<file path="config.mk">
export PLATFORM = sky130hd
export DESIGN_NAME = adc_channel_trigger_result_ctrl
export DESIGN_NICKNAME = d
export VERILOG_FILES = /design/src/hdl/adc_ctrl_pkg.sv /design/src/hdl/adc_result_gate.sv /design/src/hdl/adc_channel_trigger_result_ctrl.sv
export SDC_FILE = /design/constraint.sdc
export NUM_CORES = 1
export LEC_CHECK = 0
export BUFFER_PORTS_ARGS = -buffer_cell sky130_fd_sc_hd__buf_2
export CAP_MARGIN = 20
export CORE_UTILIZATION = 50
export CTS_CLUSTER_DIAMETER = 150
export DETAILED_ROUTE_END_ITERATION = 16
export GPL_TIMING_DRIVEN = 0
export HOLD_SLACK_MARGIN = 0.08
export PLACE_DENSITY = 0.8
export SLEW_MARGIN = 10
export SYNTH_ARGS = -nofsm -noshare
export SYNTH_HDL_FRONTEND = slang
export SYNTH_SLANG_ARGS = --single-unit
export TNS_END_PERCENT = 10
</file>
<file path="constraint.sdc">
create_clock -name i_ref_clk -period 2.6 [get_ports i_ref_clk]
set_input_delay 0.52 -clock i_ref_clk [delete_from_list [all_inputs] [get_ports i_ref_clk]]
set_output_delay 0.52 -clock i_ref_clk [all_outputs]
set_load 0.02 [all_outputs]
</file>
<file path="src/hdl/adc_ctrl_pkg.sv">
// Package: register layouts, reset values and encodings for the converter control block
package adc_ctrl_pkg;

   // Register indices on the register port
   localparam logic [2:0] REG_REF_RANGE  = 3'h0;
   localparam logic [2:0] REG_TRIGGER    = 3'h1;
   localparam logic [2:0] REG_CHAN_SEL   = 3'h2;
   localparam logic [2:0] REG_RESULT_LO  = 3'h3;
   localparam logic [2:0] REG_RESULT_HI  = 3'h4;
   localparam logic [2:0] REG_RESULT_UB  = 3'h5;

   // Reset values
   localparam logic [7:0]  REF_RANGE_RST = 8'h00;
   localparam logic [7:0]  TRIGGER_RST   = 8'h00;
   localparam logic [7:0]  CHAN_SEL_RST  = 8'h00;
   localparam logic [15:0] RESULT_RST    = 16'h0000;
   localparam logic [7:0]  RESULT_UB_RST = 8'h00;

   // Writable bit masks, reserved bits read as zero
   localparam logic [7:0] REF_RANGE_MASK = 8'hEA;
   localparam logic [7:0] TRIGGER_MASK   = 8'hC3;
   localparam logic [7:0] CHAN_SEL_MASK  = 8'hFF;

   // Field positions
   localparam int POS_REF_HI      = 7;
   localparam int POS_REF_LO      = 6;
   localparam int POS_NEG_REF     = 5;
   localparam int POS_RANGE_MODE  = 3;
   localparam int POS_TAG_EN      = 1;
   localparam int POS_TRIG_HI     = 7;
   localparam int POS_TRIG_LO     = 6;
   localparam int POS_SRC_HI      = 1;
   localparam int POS_SRC_LO      = 0;
   localparam int POS_INT_SRC     = 7;
   localparam int POS_AMP1        = 6;
   localparam int POS_AMP0        = 5;

   // Scan walks four slots; the last start code is 12
   localparam logic [1:0] SCAN_LAST_SLOT  = 2'h3;
   localparam logic [3:0] SCAN_LAST_START = 4'hC;
   localparam logic [4:0] CODE_ALL_SWITCH = 5'h1F;

   typedef enum logic [1:0] {
      REF_SUPPLY = 2'b00,
      REF_EXT    = 2'b01,
      REF_INT    = 2'b10,
      REF_BAD    = 2'b11
   } pos_ref_t;

   typedef enum logic [1:0] {
      TRIG_NONE    = 2'b00,
      TRIG_SW      = 2'b01,
      TRIG_HW_NOW  = 2'b10,
      TRIG_HW_WAIT = 2'b11
   } trig_mode_t;

   // Analog mux steering sent toward the converter core
   typedef struct packed {
      pos_ref_t   pos_ref;
      logic       neg_ref_ext;
      logic [15:0] ain_onehot;
      logic       all_switch;
      logic       temp_sensor;
      logic       int_reference;
      logic       amp0;
      logic       amp1;
      logic       prohibited;
   } mux_sel_t;

   // Conversion completion from the converter core
   typedef struct packed {
      logic        done;
      logic [11:0] value;
   } conv_t;

endpackage : adc_ctrl_pkg

</file>
<file path="src/hdl/adc_result_gate.sv">
// Range check and result store for finished conversions
`timescale 1ns/1ps
`default_nettype none
module adc_result_gate
   import adc_ctrl_pkg::*;
(
   input  wire logic        i_ref_clk,
   input  wire logic        i_reset,
   input  wire conv_t       i_conv,
   input  wire logic        i_range_mode,
   input  wire logic [7:0]  i_upper_limit,
   input  wire logic [7:0]  i_lower_limit,
   input  wire logic        i_scan_mode,
   input  wire logic        i_tag_en,
   input  wire logic [3:0]  i_chan_idx,
   output logic             o_conv_irq,
   output logic [15:0]      o_result_full,
   output logic [7:0]       o_result_ub
);

   logic        in_range;
   logic        accept;
   logic [15:0] result_q, result_d;
   logic [7:0]  ub_q, ub_d;
   logic        irq_q, irq_d;

   // Only the top byte is compared, limits are inclusive in window mode
   assign in_range = (i_conv.value[11:4] >= i_lower_limit) &&
                     (i_conv.value[11:4] <= i_upper_limit);
   assign accept = i_conv.done && (i_range_mode ? !in_range : in_range);

   // Rejected results leave both result registers untouched
   always_comb begin
      result_d = result_q;
      ub_d     = ub_q;
      irq_d    = accept;
      if (accept) begin
         result_d[11:0]  = i_conv.value;
         result_d[15:12] = (i_scan_mode && i_tag_en) ? i_chan_idx : 4'h0;
         ub_d            = i_conv.value[11:4];
      end
   end

   // Registers only
   always_ff @(posedge i_ref_clk) begin
      if (i_reset) begin
         result_q <= RESULT_RST;
         ub_q     <= RESULT_UB_RST;
         irq_q    <= 1'b0;
      end else begin
         result_q <= result_d;
         ub_q     <= ub_d;
         irq_q    <= irq_d;
      end
   end

   assign o_result_full = result_q;
   assign o_result_ub   = ub_q;
   assign o_conv_irq    = irq_q;

   // Irq pulse and stored value follow an accepted conversion by one clock
   property p_store_on_accept;
      @(posedge i_ref_clk) disable iff (i_reset)
      accept |=> (o_conv_irq && o_result_full[11:0] == $past(i_conv.value));
   endproperty
   a_store_on_accept: assert property (p_store_on_accept) else $error("accepted result not stored");

   property p_hold_on_reject;
      @(posedge i_ref_clk) disable iff (i_reset)
      (i_conv.done && !accept) |=> ($stable(o_result_full) && $stable(o_result_ub) && !o_conv_irq);
   endproperty
   a_hold_on_reject: assert property (p_hold_on_reject) else $error("rejected result changed registers");

   property p_window_mode;
      @(posedge i_ref_clk) disable iff (i_reset)
      (i_conv.done && !i_range_mode && i_conv.value[11:4] >= i_lower_limit
       && i_conv.value[11:4] <= i_upper_limit) |=> o_conv_irq;
   endproperty
   a_window_mode: assert property (p_window_mode) else $error("in-window result lost");

   property p_upper_byte;
      @(posedge i_ref_clk) disable iff (i_reset)
      accept |=> (o_result_ub == o_result_full[11:4]);
   endproperty
   a_upper_byte: assert property (p_upper_byte) else $error("upper byte mismatch");

   property p_tag_zero_select;
      @(posedge i_ref_clk) disable iff (i_reset)
      (accept && !i_scan_mode) |=> (o_result_full[15:12] == 4'h0);
   endproperty
   a_tag_zero_select: assert property (p_tag_zero_select) else $error("tag not zero in select mode");

   property p_tag_scan;
      @(posedge i_ref_clk) disable iff (i_reset)
      (accept && i_scan_mode && i_tag_en) |=> (o_result_full[15:12] == $past(i_chan_idx));
   endproperty
   a_tag_scan: assert property (p_tag_scan) else $error("scan tag wrong");

endmodule : adc_result_gate
`default_nettype wire

</file>
<file path="src/hdl/adc_channel_trigger_result_ctrl.sv">
// Register, trigger and channel control for the 12-bit converter
// Overview of operation
// - Bits 7:6 pick positive reference: supply, external pin, internal, prohibited.
// - Bit 5 picks ground or external negative reference pin.
// - Range mode clear: irq inside limits; set: irq outside limits.
// - A result failing the range check updates neither result register.
// - Scan mode with tag enable puts input index in result bits 15:12.
// - Select mode reads the four tag bits as zero.
// - Trigger bits 7:6: software, hardware no-wait, hardware with power-up wait.
// - Source bits 1:0: timer ch1, event link, real-time clock, interval timer.
// - Select mode codes 0-15 pick inputs 0-15; 11111 picks all-channel switch.
// - Internal source: code 0 temperature, code 1 reference; amp bits pick amplifiers.
// - Scan start code n converts inputs n to n+3 as slots 0 to 3.
// - Full result resets zero, loads 12-bit result into bits 11:0.
// - Upper byte register holds top eight result bits, resets zero.
// - Range check compares only the top eight result bits to limits.
// - Single scan clears run bit after all four slots converted.
`timescale 1ns/1ps
`default_nettype none
module adc_channel_trigger_result_ctrl
   import adc_ctrl_pkg::*;
(
   input  wire logic        i_ref_clk,
   input  wire logic        i_reset,
   input  wire logic        i_reg_wr,
   input  wire logic [2:0]  i_reg_addr,
   input  wire logic [7:0]  i_reg_wdata,
   output logic [7:0]       o_reg_rdata,
   input  wire logic        i_run_bit,
   input  wire logic        i_converter_enable_bit,
   input  wire logic        i_scan_select_mode_bit,
   input  wire logic        i_single_conv,
   input  wire logic [7:0]  i_upper_limit,
   input  wire logic [7:0]  i_lower_limit,
   input  wire logic        i_timer_ch1_irq,
   input  wire logic        i_event_link_unit,
   input  wire logic        i_rtc_irq,
   input  wire logic        i_interval_timer_irq,
   input  wire conv_t       i_conv,
   output mux_sel_t         o_mux_sel,
   output trig_mode_t       o_trig_mode,
   output logic             o_sw_start_mode,
   output logic             o_hw_trigger,
   output logic             o_hw_wait_mode,
   output logic             o_run_clear,
   output logic             o_conv_irq,
   output logic [15:0]      o_result_full
);

   logic [7:0]  ref_range_q, ref_range_d;
   logic [7:0]  trig_q, trig_d;
   logic [7:0]  chan_q, chan_d;
   logic [1:0]  slot_q, slot_d;
   logic        run_clear_q, run_clear_d;
   logic [3:0]  src_pins;
   logic [3:0]  src_sync1_q, src_sync2_q, src_prev_q;
   logic        src_now, src_last;
   logic [3:0]  chan_idx;
   logic [7:0]  result_ub;
   logic        last_slot;

   // Every source pin is synchronised on its own before anything reads it, so a change
   // of source selection never feeds an unsettled pin into the edge detector
   assign src_pins = {i_interval_timer_irq, i_rtc_irq, i_event_link_unit, i_timer_ch1_irq};

   // Two synchroniser stages per source, plus one delayed copy for edge detection
   always_ff @(posedge i_ref_clk) begin
      if (i_reset) begin
         src_sync1_q <= 4'h0;
         src_sync2_q <= 4'h0;
         src_prev_q  <= 4'h0;
      end else begin
         src_sync1_q <= src_pins;
         src_sync2_q <= src_sync1_q;
         src_prev_q  <= src_sync2_q;
      end
   end

   // Pick the chosen source after synchronisation
   always_comb begin
      src_now  = src_sync2_q[trig_q[POS_SRC_HI:POS_SRC_LO]];
      src_last = src_prev_q[trig_q[POS_SRC_HI:POS_SRC_LO]];
   end

   // Hardware trigger only in the two hardware modes; spacing is software's duty
   assign o_hw_trigger    = trig_q[POS_TRIG_HI] && src_now && !src_last;
   assign o_trig_mode     = trig_mode_t'(trig_q[POS_TRIG_HI:POS_TRIG_LO]);
   assign o_sw_start_mode = (o_trig_mode == TRIG_SW);
   assign o_hw_wait_mode  = (o_trig_mode == TRIG_HW_WAIT);

   // Register writes; the configuration stays live and is not locked by hardware,
   // since keeping writes to the stop state is a software duty
   always_comb begin
      ref_range_d = ref_range_q;
      trig_d      = trig_q;
      chan_d      = chan_q;
      if (i_reg_wr) begin
         case (i_reg_addr)
            REG_REF_RANGE: ref_range_d = i_reg_wdata & REF_RANGE_MASK;
            REG_TRIGGER:   trig_d      = i_reg_wdata & TRIGGER_MASK;
            REG_CHAN_SEL:  chan_d      = i_reg_wdata & CHAN_SEL_MASK;
            default: ;
         endcase
      end
   end

   // Scan slot counter steps on each finished conversion while running in scan mode
   assign last_slot = (slot_q == SCAN_LAST_SLOT);
   always_comb begin
      slot_d      = slot_q;
      run_clear_d = 1'b0;
      if (!i_run_bit) begin
         slot_d = 2'h0;
      end else if (i_conv.done && i_scan_select_mode_bit) begin
         slot_d = slot_q + 2'h1;
         run_clear_d = last_slot && i_single_conv;
      end
   end

   always_ff @(posedge i_ref_clk) begin
      if (i_reset) begin
         ref_range_q <= REF_RANGE_RST;
         trig_q      <= TRIGGER_RST;
         chan_q      <= CHAN_SEL_RST;
         slot_q      <= 2'h0;
         run_clear_q <= 1'b0;
      end else begin
         ref_range_q <= ref_range_d;
         trig_q      <= trig_d;
         chan_q      <= chan_d;
         slot_q      <= slot_d;
         run_clear_q <= run_clear_d;
      end
   end

   assign o_run_clear = run_clear_q;

   // Input index of the conversion in flight
   assign chan_idx = i_scan_select_mode_bit ? (chan_q[3:0] + {2'b00, slot_q}) : chan_q[3:0];

   // Analog mux decode; prohibited channel codes select nothing and are flagged; reference code 11 is flagged but leaves the input selected
   always_comb begin
      o_mux_sel             = '0;
      o_mux_sel.pos_ref     = pos_ref_t'(ref_range_q[POS_REF_HI:POS_REF_LO]);
      o_mux_sel.neg_ref_ext = ref_range_q[POS_NEG_REF];
      if (i_scan_select_mode_bit) begin
         if (chan_q[7:4] == 4'h0 && chan_q[3:0] <= SCAN_LAST_START)
            o_mux_sel.ain_onehot[chan_idx] = 1'b1;
         else
            o_mux_sel.prohibited = 1'b1;
      end else begin
         case (chan_q[7:5])
            3'b000: begin
               if (!chan_q[4])
                  o_mux_sel.ain_onehot[chan_q[3:0]] = 1'b1;
               else if (chan_q[4:0] == CODE_ALL_SWITCH)
                  o_mux_sel.all_switch = 1'b1;
               else
                  o_mux_sel.prohibited = 1'b1;
            end
            3'b100: begin
               o_mux_sel.temp_sensor   = (chan_q[4:0] == 5'h00);
               o_mux_sel.int_reference = (chan_q[4:0] == 5'h01);
               o_mux_sel.prohibited    = (chan_q[4:1] != 4'h0);
            end
            3'b010: begin
               o_mux_sel.amp1       = (chan_q[4:0] == 5'h00);
               o_mux_sel.prohibited = (chan_q[4:0] != 5'h00);
            end
            3'b001: begin
               o_mux_sel.amp0       = (chan_q[4:0] == 5'h00);
               o_mux_sel.prohibited = (chan_q[4:0] != 5'h00);
            end
            default: o_mux_sel.prohibited = 1'b1;
         endcase
      end
      if (o_mux_sel.pos_ref == REF_BAD)
         o_mux_sel.prohibited = 1'b1;
   end

   adc_result_gate u_result_gate (
      .i_ref_clk     (i_ref_clk),
      .i_reset       (i_reset),
      .i_conv        (i_conv),
      .i_range_mode  (ref_range_q[POS_RANGE_MODE]),
      .i_upper_limit (i_upper_limit),
      .i_lower_limit (i_lower_limit),
      .i_scan_mode   (i_scan_select_mode_bit),
      .i_tag_en      (ref_range_q[POS_TAG_EN]),
      .i_chan_idx    (chan_idx),
      .o_conv_irq    (o_conv_irq),
      .o_result_full (o_result_full),
      .o_result_ub   (result_ub)
   );

   // Read mux; reserved bits already held at zero
   always_comb begin
      case (i_reg_addr)
         REG_REF_RANGE: o_reg_rdata = ref_range_q;
         REG_TRIGGER:   o_reg_rdata = trig_q;
         REG_CHAN_SEL:  o_reg_rdata = chan_q;
         REG_RESULT_LO: o_reg_rdata = o_result_full[7:0];
         REG_RESULT_HI: o_reg_rdata = o_result_full[15:8];
         REG_RESULT_UB: o_reg_rdata = result_ub;
         default:       o_reg_rdata = 8'h00;
      endcase
   end

   property p_run_clear;
      @(posedge i_ref_clk) disable iff (i_reset)
      (i_run_bit && i_scan_select_mode_bit && i_single_conv && i_conv.done && slot_q == 2'h3)
      |=> o_run_clear;
   endproperty
   a_run_clear: assert property (p_run_clear) else $error("run clear missing after slot 3");

   property p_no_early_clear;
      @(posedge i_ref_clk) disable iff (i_reset)
      (i_conv.done && slot_q != 2'h3) |=> !o_run_clear;
   endproperty
   a_no_early_clear: assert property (p_no_early_clear) else $error("run cleared early");

   property p_sw_no_hw;
      @(posedge i_ref_clk) disable iff (i_reset)
      (trig_q[7:6] == 2'b01) |-> !o_hw_trigger;
   endproperty
   a_sw_no_hw: assert property (p_sw_no_hw) else $error("hw trigger in software mode");

   property p_select_input;
      @(posedge i_ref_clk) disable iff (i_reset)
      (!i_scan_select_mode_bit && chan_q[7:4] == 4'h0)
      |-> (o_mux_sel.ain_onehot == (16'h0001 << chan_q[3:0]));
   endproperty
   a_select_input: assert property (p_select_input) else $error("select decode wrong");

   property p_ref_follow;
      @(posedge i_ref_clk) disable iff (i_reset)
      (i_reg_wr && i_reg_addr == 3'h0)
      |=> (o_mux_sel.neg_ref_ext == $past(i_reg_wdata[5]));
   endproperty
   a_ref_follow: assert property (p_ref_follow) else $error("negative reference not applied");

endmodule : adc_channel_trigger_result_ctrl
`default_nettype wire

</file>
==> flow_summary.json <==
{
  "cts_root_buf": "clkbuf_8",
  "syn_area_um2": 2980,
  "setup_violations": 0,
  "io_buffers": 102,
  "dp_slack_ns": 0.112,
  "clock-sinks": 49,
  "finalClockSkew_ns": 0.00802,
  "power_density_nw_per_um2": 441,
  "r2r_slack_ns": 1.01,
  "yosys.area.top_type": "dfxtp_1",
  "routed-via-count": 3007,
  "hold_violations": 0,
  "overflow": 0,
  "route.detailed.drc": 0,
  "cts_tree": "done",
  "tns_ns": 0,
  "final_cell_mix": "buf_2, dfxtp_1, nor2_1, mux2i_1, nand2_1",
  "finalNetCount": 520,
  "pin_count": 107,
  "max-vdd-ir-drop_mv": 0.349,
  "cp.arrival_ns": 2.06,
  "finalWirelength_mm": 8.10,
  "drtAntennaViolNets": 0,
  "cts_buffers": 5,
  "rsz0062_at_grt": "yes",
  "period_share": 0.990,
  "n_antenna_cell": 0,
  "fmax_mhz": 388,
  "coreArea_um2": 5610,
  "rr_worst_depth": 5,
  "worst_slew_pin_slew_ns": 0.689,
  "hold-path-endpoint": "src_sync1_q[2]$_SDFF_PP0_",
  "avgSynthCellArea_um2": 8.74,
  "syn_nets": 412,
  "ys_seq_area_frac": 0.329,
  "ys_ff_latch": 49,
  "drive_gt1_frac": 0.344,
  "maxCapViolations": 0,
  "first_iter_violations": 297,
  "slew_headroom": 0.537,
  "area_growth_pct": 27.0,
  "cts_htree_levels": 2,
  "slew_violations": 0,
  "startpoint_type": "flip-flop",
  "fin_area_um2": 3780,
  "ys.flop_type": "dfxtp_1",
  "critical_path_class": "reg -> out",
  "antenna_found_initial": 0,
  "hp-class": "in -> reg",
  "dieWidth_um": 79.2,
  "r2r-end": "u_result_gate.o_result_ub[4]$_SDFFE_PP0P_",
  "async_reset_ff_frac": 0,
  "syn-instance-count": 341,
  "ys_warn_count": 0,
  "yosys.area.top_type_share": 0.329,
  "drt_first_pass_iters": 5,
  "grt_pass1_vias": 2705,
  "worstHoldStart": "i_rtc_irq",
  "p_leak_nw": 1.78,
  "rows": 27,
  "start_util": 0.531,
  "avgRoutedWirePerCell_um": 15.5,
  "required_ns": 2.08,
  "status": "completed",
  "r2r-start": "ref_range_q[3]$_SDFFE_PP0P_",
  "cp-end-kind": "primary output",
  "cts_buffer_depth": 2,
  "viasPerCell": 5.76,
  "synth_edf_count": 0,
  "worstSkewPairLatency_ns": 0.31,
  "synth_cell_types": 57,
  "grt_use_total": 0.263,
  "hold_buffers": 0,
  "gp_congestion": 0.876,
  "dieArea_um2": 6270,
  "cts.clk_slew.worst_paths_ns": 0.09,
  "hold_depth": 2,
  "cp_max_fo": 5,
  "fin_ws_ns": 0.0249,
  "die_y_um": 79.2,
  "finalCriticalPeriod_ns": 2.58,
  "grt_pass1_wl_mm": 12.9,
  "synth_area_leaders": "dfxtp_1, mux2i_1, ha_1, nor2_1, nor2b_1",
  "grt_max_degree": 17,
  "dpl_cell_area_um2": 3580,
  "mostFrequentLayoutCell": "buf_2",
  "hpwl_mm": 6.22
}
-- cell families (layout without fill, tap and decap cells) --
| family | count (synthesis) | in the layout | synth area share |
|---|---|---|---|
| simple gates | 123 | 123 | 0.222 |
| xor+xnor | 7 | 7 | 0.0231 |
| fa+ha+maj | 20 | 20 | 0.0865 |
| buf+inv | 39 | 148 | 0.0592 |
| mux | 27 | 27 | 0.0916 |
| compound gates | 76 | 76 | 0.189 |
| flops | 49 | 49 | 0.329 |
-- per-layer routing --
| metal | global-route usage | up-vias | routed length, um |
|---|---|---|---|
| li1 | - | 1460 | - |
| met1 | 0.358 | 1375 | 3600 |
| met2 | 0.424 | 151 | 3680 |
| met3 | 0.0414 | 21 | 623 |
| met4 | 0.0836 | 0 | 191 |
| met5 | 0 | - | 0 |
-- worst max path at each step --
stage,from,endpoint,cells past startpoint
2_1_floorplan,i_reg_addr[1],o_reg_rdata[3],5
5_1_grt,chan_q[2]$_SDFFE_PP0P_,o_mux_sel[0],8
3_3_place_gp,chan_q[3]$_SDFFE_PP0P_,o_mux_sel[0],8
6_report,slot_q[0]$_SDFFE_PP0P_,o_mux_sel[13],5
3_5_place_dp,i_reg_addr[2],o_reg_rdata[7],7
4_1_cts,chan_q[2]$_SDFFE_PP0P_,o_mux_sel[0],9
-- timing repair --
| action | 4_1_cts | 5_1_grt |
|---|---|---|
| setup endpoints to repair | 19 | 23 |
| pin swaps | 0 | 4 |
| resized for setup | 6 | 23 |
| gates cloned | 0 | 0 |
| setup buffers | 0 | 1 |
-- report_power, final --
group,internal (mW),switching [mW],leakage [nW]
Sequential,0.780,0.0324,0.400
Combinational,0.157,0.216,1.33
Clock,0.219,0.264,0.0478
Total,1.16,0.512,1.78
-- critical path, cell delays in order (launching register included) --
cell     delay [ns]
dfxtp_2        0.36
ha_4           0.17
fa_2           0.58
nand4_1        0.23
o22ai_1        0.21
buf_2          0.20
-- registers in the layout, summed over array words and instances, names as in the netlist --
| name | count |
|---|---|
| u_result_gate.o_result_full | 9 |
| chan_q | 8 |
| u_result_gate.o_result_ub | 7 |
| ref_range_q | 5 |
| src_prev_q | 4 |
| src_sync1_q | 4 |
| src_sync2_q | 4 |
| trig_q | 4 |
| slot_q | 2 |
| o_run_clear | 1 |
| u_result_gate.o_conv_irq | 1 |
-- layout make-up --
class,count,area [um^2]
multi-input cells,253,1910
fillers,496,1820
flip-flops and latches,49,985
repair buffers,103,523
plain buffers,21,114
well taps,72,90.1
clock buffers,6,82.6
inverters,16,60.1
clock inverters,2,16.3
-- stage by stage --
stage	total power, mW	hold slack (ns)	instances	utilization
after floorplan	1.06	0.414	341	-
after global placement	1.17	0.416	515	0.638
after detailed placement	1.18	0.425	515	0.638
after CTS	1.66	0.409	522	0.660
after global routing	1.76	0.424	522	0.675
final	1.67	0.411	522	0.675
-- synth_stat cells, drive strengths merged (4+ instances only) --
library cell and count:
a211oi 6, a21oi 15, a221oi 4, a32o 16, buf 9, clkbuf 14, dfxtp 49, ha 19
inv 16, mux2i 25, nand2 21, nand2b 6, nand3 7, nand4 4, nor2 42, nor2b 18
nor3 6, o21ai 7, o22ai 16, xor2 4
Power figures use the tool's default switching activity.
